## config.mk

```make
export PLATFORM = sky130hd
export DESIGN_NAME = hbridge_decay_blank_ctrl
export DESIGN_NICKNAME = d
export VERILOG_FILES = /design/src/core/hbridge_pkg.sv /design/src/core/hbridge_decay_blank_ctrl.sv
export SDC_FILE = /design/constraint.sdc
export NUM_CORES = 1
export LEC_CHECK = 0
export BUFFER_PORTS_ARGS = -buffer_cell sky130_fd_sc_hd__clkbuf_2
export CORE_AREA = 2 2 96 52
export DETAILED_ROUTE_END_ITERATION = 10
export DIE_AREA = 0 0 98 54
export RECOVER_POWER = 25
export SLEW_MARGIN = 10
export SYNTH_ARGS = -nofsm -noshare
export SYNTH_HDL_FRONTEND = slang
export SYNTH_SLANG_ARGS = --single-unit
```

## constraint.sdc

```tcl
create_clock -name CLK_I -period 3.3 [get_ports CLK_I]
set_input_delay 0.66 -clock CLK_I [delete_from_list [all_inputs] [get_ports CLK_I]]
set_output_delay 0.66 -clock CLK_I [all_outputs]
set_load 0.005 [all_outputs]
```

## src/core/hbridge_pkg.sv

```systemverilog
// Shared types and constants for the H-bridge decay and blanking controller.
package hbridge_pkg;

  // ----------------------------------------------------------------
  // Types
  // ----------------------------------------------------------------
  typedef struct packed {
    logic upper_switch_a;
    logic upper_switch_b;
    logic lower_switch_a;
    logic lower_switch_b;
  } gate_t;

  typedef struct packed {
    logic pwm_input_a;
    logic pwm_input_b;
    logic short_brake_input;
  } ctrl_t;

  typedef enum {
    DECAY_OFF,
    DECAY_CHARGE,
    DECAY_SLOW,
    DECAY_FAST
  } decay_t;

  // ----------------------------------------------------------------
  // Timing in reference oscillator cycles
  // ----------------------------------------------------------------
  localparam int unsigned CHOP_DIV      = 8;
  localparam int unsigned FORCED_CHARGE = 3;
  localparam int unsigned MIX_PERCENT_X10 = 375;
  localparam int unsigned FAST_START    = CHOP_DIV - (CHOP_DIV * MIX_PERCENT_X10) / 1000;
  localparam int unsigned DEAD_BAND     = 4;
  localparam int unsigned TRIP_MIN      = 5;
  localparam int unsigned TRIP_MAX      = 8;
  localparam int unsigned BLANK_LEN     = FORCED_CHARGE;

  // ----------------------------------------------------------------
  // Mode select codes that choose stepping-motor operation
  // ----------------------------------------------------------------
  localparam logic [2:0] MODE_STEP_S = 3'h7;
  localparam logic [2:0] MODE_STEP_L = 3'h5;

  // ----------------------------------------------------------------
  // Values after reset
  // ----------------------------------------------------------------
  localparam logic [2:0] PHASE_RESET = 3'h0;
  localparam logic [3:0] GATE_RESET  = 4'h0;

endpackage

```

## src/core/hbridge_decay_blank_ctrl.sv

```systemverilog
// One H-bridge: decay sequencing, switch patterns, blanking and over-current trip.
`timescale 1ns/1ps

// Notes on behaviour
// - Forward: charge Ua+Lb, slow both lowers, fast Ub+La.
// - Reverse: charge Ub+La, slow both lowers, fast Ua+Lb.
// - Mixed decay runs charge, then slow if current is reached after forced charge, then fast each chopping period.
// - Over-current ignored for four oscillator cycles after switching.
// - Outputs turn off no sooner than five cycles after sustained over-current.
// - Outputs turn off no later than eight cycles after sustained over-current.
// - Trip may be missed when over-current coincides badly with switching.
// - Analog blanking is fixed internally; nothing here adjusts it.
// - DC-mode digital blank window is counted in oscillator periods.
// - Stepping mode forces the digital blank window to zero.
// - DC mode starts a blank window on any PWM or brake input change.
// - DC mode starts a blank window when each charge phase begins.
// - DC operation regulates with 37.5 percent mixed decay.
// - First three cycles of each period are forced charge; DC-mode blank covers cycles two to four.
// - Current reached during forced charge goes straight to fast decay.
// - Chopping period is eight oscillator cycles.
module hbridge_decay_blank_ctrl #(
  parameter int unsigned PERIOD = hbridge_pkg::CHOP_DIV
) (
  input  wire logic                CLK_I,
  input  wire logic                RESET_I,
  input  wire hbridge_pkg::ctrl_t  CTRL_I,
  input  wire logic [2:0]          MODE_I,
  input  wire logic                CURRENT_REACHED_I,
  input  wire logic                OVERCURRENT_I,
  output hbridge_pkg::gate_t       GATE_O,
  output logic                     BLANK_O,
  output logic                     SHUTDOWN_O
);

  // ----------------------------------------------------------------
  // Helpers
  // ----------------------------------------------------------------
  function automatic hbridge_pkg::gate_t pattern(input hbridge_pkg::decay_t d,
                                                 input logic fwd);
    hbridge_pkg::gate_t g;
    g = hbridge_pkg::gate_t'(hbridge_pkg::GATE_RESET);
    case (d)
      hbridge_pkg::DECAY_CHARGE: begin
        g.upper_switch_a = fwd;
        g.lower_switch_b = fwd;
        g.upper_switch_b = !fwd;
        g.lower_switch_a = !fwd;
      end
      hbridge_pkg::DECAY_SLOW: begin
        g.lower_switch_a = 1'b1;
        g.lower_switch_b = 1'b1;
      end
      hbridge_pkg::DECAY_FAST: begin
        g.upper_switch_b = fwd;
        g.lower_switch_a = fwd;
        g.upper_switch_a = !fwd;
        g.lower_switch_b = !fwd;
      end
      default: g = hbridge_pkg::gate_t'(hbridge_pkg::GATE_RESET);
    endcase
    return g;
  endfunction

  function automatic logic is_stepper(input logic [2:0] m);
    return (m == hbridge_pkg::MODE_STEP_S) || (m == hbridge_pkg::MODE_STEP_L);
  endfunction

  // ----------------------------------------------------------------
  // Chopping period sequencer
  // ----------------------------------------------------------------
  logic [2:0]          phase;
  logic [2:0]          next_phase;
  logic                reached;
  logic                next_reached;
  logic                early;
  logic                next_early;
  hbridge_pkg::decay_t decay;
  logic                stepper;
  logic                forward;

  assign stepper = is_stepper(MODE_I);
  assign forward = CTRL_I.pwm_input_a;

  always_comb begin
    next_phase   = (phase == 3'(PERIOD - 1)) ? hbridge_pkg::PHASE_RESET : phase + 3'h1;
    next_reached = (phase == 3'(PERIOD - 1)) ? 1'b0 : (reached | CURRENT_REACHED_I);
    next_early   = early;
    if (phase == 3'(PERIOD - 1)) begin
      next_early = 1'b0;
    end else if (phase == 3'(hbridge_pkg::FORCED_CHARGE - 1)) begin
      next_early = reached | CURRENT_REACHED_I;
    end
  end

  always_ff @(posedge CLK_I) begin
    if (RESET_I) begin
      phase   <= hbridge_pkg::PHASE_RESET;
      reached <= 1'b0;
      early   <= 1'b0;
    end else begin
      phase   <= next_phase;
      reached <= next_reached;
      early   <= next_early;
    end
  end

  always_comb begin
    if (CTRL_I.short_brake_input || (CTRL_I.pwm_input_a && CTRL_I.pwm_input_b)) begin
      decay = hbridge_pkg::DECAY_SLOW;
    end else if (!(CTRL_I.pwm_input_a ^ CTRL_I.pwm_input_b)) begin
      decay = hbridge_pkg::DECAY_OFF;
    // forced charge in the first cycles; mixed decay thereafter.
    end else if (phase < 3'(hbridge_pkg::FORCED_CHARGE)) begin
      decay = hbridge_pkg::DECAY_CHARGE;
    end else if (phase >= 3'(hbridge_pkg::FAST_START)) begin
      decay = hbridge_pkg::DECAY_FAST;
    end else if (early) begin
      decay = hbridge_pkg::DECAY_FAST;
    end else if (reached) begin
      decay = hbridge_pkg::DECAY_SLOW;
    end else begin
      decay = hbridge_pkg::DECAY_CHARGE;
    end
  end

  // ----------------------------------------------------------------
  // Gate drive and over-current trip
  // ----------------------------------------------------------------
  hbridge_pkg::gate_t gate;
  hbridge_pkg::gate_t next_gate;
  hbridge_pkg::gate_t target;
  logic [2:0]         dead;
  logic [2:0]         next_dead;
  logic [2:0]         oc_cnt;
  logic [2:0]         next_oc_cnt;
  logic               shutdown;
  logic               next_shutdown;

  always_comb begin
    // count sustained over-current only outside the dead band.
    next_oc_cnt = (OVERCURRENT_I && dead == 3'h0) ? oc_cnt + 3'h1 : 3'h0;
    // trip at the fifth cycle; well inside eight; dead band may defer it.
    next_shutdown = shutdown ||
                    (OVERCURRENT_I && dead == 3'h0 &&
                     oc_cnt == 3'(hbridge_pkg::TRIP_MIN - 1));
    target = next_shutdown ? hbridge_pkg::gate_t'(hbridge_pkg::GATE_RESET)
                           : pattern(decay, forward);
    // switches turning off go one cycle ahead of any that turn on.
    if ((gate & ~target) != hbridge_pkg::gate_t'(hbridge_pkg::GATE_RESET)) begin
      next_gate = gate & target;
    end else begin
      next_gate = target;
    end
    // restart the dead band at every switching edge.
    if (next_gate != gate) begin
      next_dead = 3'(hbridge_pkg::DEAD_BAND);
    end else begin
      next_dead = (dead != 3'h0) ? dead - 3'h1 : 3'h0;
    end
  end

  always_ff @(posedge CLK_I) begin
    if (RESET_I) begin
      gate     <= hbridge_pkg::gate_t'(hbridge_pkg::GATE_RESET);
      dead     <= 3'h0;
      oc_cnt   <= 3'h0;
      shutdown <= 1'b0;
    end else begin
      gate     <= next_gate;
      dead     <= next_dead;
      oc_cnt   <= next_oc_cnt;
      shutdown <= next_shutdown;
    end
  end

  assign GATE_O     = gate;
  assign SHUTDOWN_O = shutdown;

  // ----------------------------------------------------------------
  // Digital blank window
  // ----------------------------------------------------------------
  hbridge_pkg::ctrl_t ctrl_prev;
  logic [1:0]         blank_cnt;
  logic [1:0]         next_blank_cnt;
  logic               charge_start;

  // a charge phase starts at the head of each driven period.
  assign charge_start = (phase == hbridge_pkg::PHASE_RESET) &&
                        (decay == hbridge_pkg::DECAY_CHARGE);

  always_comb begin
    // stepping mode holds the window at zero; analog blanking applies.
    if (stepper) begin
      next_blank_cnt = 2'h0;
    // input change or charge start reloads; length in oscillator cycles.
    end else if (CTRL_I != ctrl_prev || charge_start) begin
      next_blank_cnt = 2'(hbridge_pkg::BLANK_LEN);
    end else begin
      next_blank_cnt = (blank_cnt != 2'h0) ? blank_cnt - 2'h1 : 2'h0;
    end
  end

  always_ff @(posedge CLK_I) begin
    if (RESET_I) begin
      ctrl_prev <= hbridge_pkg::ctrl_t'(3'h0);
      blank_cnt <= 2'h0;
    end else begin
      ctrl_prev <= CTRL_I;
      blank_cnt <= next_blank_cnt;
    end
  end

  // analog window untouched.
  // The fixed analog blank lives outside this logic, so no input here can stretch it.
  assign BLANK_O = (blank_cnt != 2'h0);

  // ----------------------------------------------------------------
  // Checks
  // ----------------------------------------------------------------
  // Consecutive over-current count seen at the pin, for the trip bounds.
  logic [3:0] oc_run;
  always_ff @(posedge CLK_I) begin
    if (RESET_I) begin
      oc_run <= 4'h0;
    end else begin
      oc_run <= OVERCURRENT_I ? ((oc_run == 4'hF) ? oc_run : oc_run + 4'h1) : 4'h0;
    end
  end
endmodule

```

==> metrics.cfg <==
[outcome]
status = finished, final reports clean

[floorplan]
initial_core_util = 0.278
die_h_um = 54
io_pins = 16
rows = 18
dieArea_um2 = 5290
coreArea_um2 = 4570
dieWidth_um = 98

[layout]
syn_to_final_growth_pct = 14.0
layout_commonest_cell = dfxtp_1
design_area_um2 = 1450
final_net_count = 173
antenna-diode-count = 0
drive_above_1_share = 0.199
n_fill_cell = 490
stdcell_count = 211
most-common-layout-cells = dfxtp_1 (21), inv_1 (15), clkbuf_2 (13)

[placement]
dp_hpwl_um = 2130
placed_area_um2 = 1410
gp_congestion = 0.904
post-place-ws_ns = 0.522
place_inst = 207
numPortBuffers = 14

[critical_path]
path_buf_inv = 1
path_max_fanout = 8
arrival_ns = 2.72
crit_chain = inv_1 -> ha_1 -> o31ai_2 -> a211oi_4 -> xnor2_1 -> nor4_4 -> o311ai_4 -> a2111oi_2
crit_path_start_kind = flip-flop
worstSetupPathType = flip-flop to flip-flop
critPathCaptureType = flip-flop
crit_required_ns = 3.43
crit_slowest_cell = xnor2_1
crit_family = compound AO/OA/AOI/OAI gates
critPathMaxStageDelay_ns = 0.53

[timing]
finClkSkew_ns = 0.00210
period_share = 0.785
max_freq_mhz = 386
tns_ns = 0
slew-limit-headroom = 0.515
timing_worst_slew_pin_value_ns = 0.727
rsz0062_at_grt = no
post-route-min-period_ns = 2.59
drv_slew = 0
timing.final.ws_setup_ns = 0.710
setup_viol = 0
hold_viol = 0

[clocking]
ctsHoldBuffers = 0
cts_root_buffer = clkbuf_8
clock-sinks = 21
numCtsBuffers = 3
clk_latency_ns = 0.27
post_cts.repair.setup_buffers = 0
h-tree-depth = 1
clockBufferDepth = 2
clkTransAtPathRegs_ns = 0.08
cts_tree = yes
cts_resized = 0

[routing]
wire_per_inst_um = 12.9
viasPerCell = 4.88
dr.pass1.iters = 4
ant_nets = 0
drt_iter0_markers = 64
dr_total_vias = 1030
drc_errors = 0
routed_wl_um = 2720

[synth]
syn_inst = 135
netlist_area_um2 = 1270
synth_area_leaders = dfxtp_1 (33%), ha_1 (11%), inv_1 (4.4%)
synth.net_count = 156
yosysTopAreaCell = dfxtp_1
ys_seq_area_frac = 0.330
ys_ff_latch = 21
yosys_most_used_dff = dfxtp_1
synth_top_area_share = 0.330
ys_types = 45
synth_edf_count = 0
avgSynthCellArea_um2 = 9.43
async_reset_ff_frac = 0
yosys_warnings = 0

[global_routing]
antenna_found_initial = 0
grt_overflow = 0
grt_pass1_wl_um = 4650
grt_max_degree = 15
grt_usage = 0.114
grt_pass1_vias = 953

[power]
irDropWorstVdd_uv = 176
p_leak_nw = 0.577
powerDensity_nw_per_um2 = 410

[hold_path]
hold_class = flip-flop to flip-flop

[flow_run]
max-cap-violations = 0

[synth_stat cells, drive strengths merged (2+ instances only)]
master and count:
ha 11, o21ai 3, xnor2 3, o221a 2
dfxtp 21, nor2b 3, a2111oi 3, nor2 10
nand4 2, a21oi 4, o31a 2, or3 4
nor3 8, a211oi 3, nor3b 2, buf 3
xor2 3, nor4 4, inv 15, a221oi 2
nand2 8, and2 2, nor4b 2, or2 2
[metal layers]
layer,global-route usage,share of wire,vias up
met4,0.0208,0.0059,0
li1,-,-,523
met5,0,0,-
met3,0.0468,0.085,4
met1,0.169,0.56,471
met2,0.150,0.35,32
[cells by family (layout without fill, tap and decap cells)]
kind of cell	after synthesis	in the layout	synth area share
xor gates and xnor gates	6	6	0.0413
DFF	21	21	0.330
adders and majority gates	11	11	0.108
and+or+nand+nor	52	52	0.247
buffers and inverters	18	34	0.0600
muxes	1	1	0.00787
AOI/OAI and AO/OA	26	26	0.206
[sequential cells by signal (all words and copies together) (netlist names)]
signal	count
early	1
blank_cnt	2
oc_cnt	3
reached	1
phase	3
ctrl_prev	3
dead	3
SHUTDOWN_O	1
GATE_O	4
[stage by stage]
stage                util  power, W  hold slack, ns
floorplan               -  0.000389           0.417
global placement    0.307  0.000423           0.433
detailed placement  0.307  0.000424           0.438
CTS                 0.317  0.000600           0.460
global route        0.317  0.000626           0.474
finish              0.317  0.000594           0.458
[area by class of cell]
type,count,area (um^2),area share
flip-flops and latches,21,420,0.290
well taps,60,75.1,0.0518
clock inverters,1,5.00,0.00345
multi-input cells,96,776,0.535
clock buffers,3,41.3,0.0285
repair buffers,15,76.3,0.0526
inverters,15,56.3,0.0388
[worst paths after layout]
kind	startpoint	end	slack [ns]	cells after the start
worst min register to register	oc_cnt[0]	oc_cnt[0]	0.46	1
worst min-delay path	oc_cnt[0]	oc_cnt[0]	0.46	1
worst max register to register	phase[1]	GATE_O[2]	0.71	8
worst max-delay path	phase[1]	GATE_O[2]	0.71	8
[power breakdown]
group / leakage (nW) / switching, W / internal (W)
combinational: 0.379 / 0.0000724 / 0.0000549
sequential: 0.173 / 0.0000213 / 0.000270
clock: 0.0255 / 0.0000910 / 0.0000843
total: 0.577 / 0.000185 / 0.000410
(Power assumes the default switching activity.)
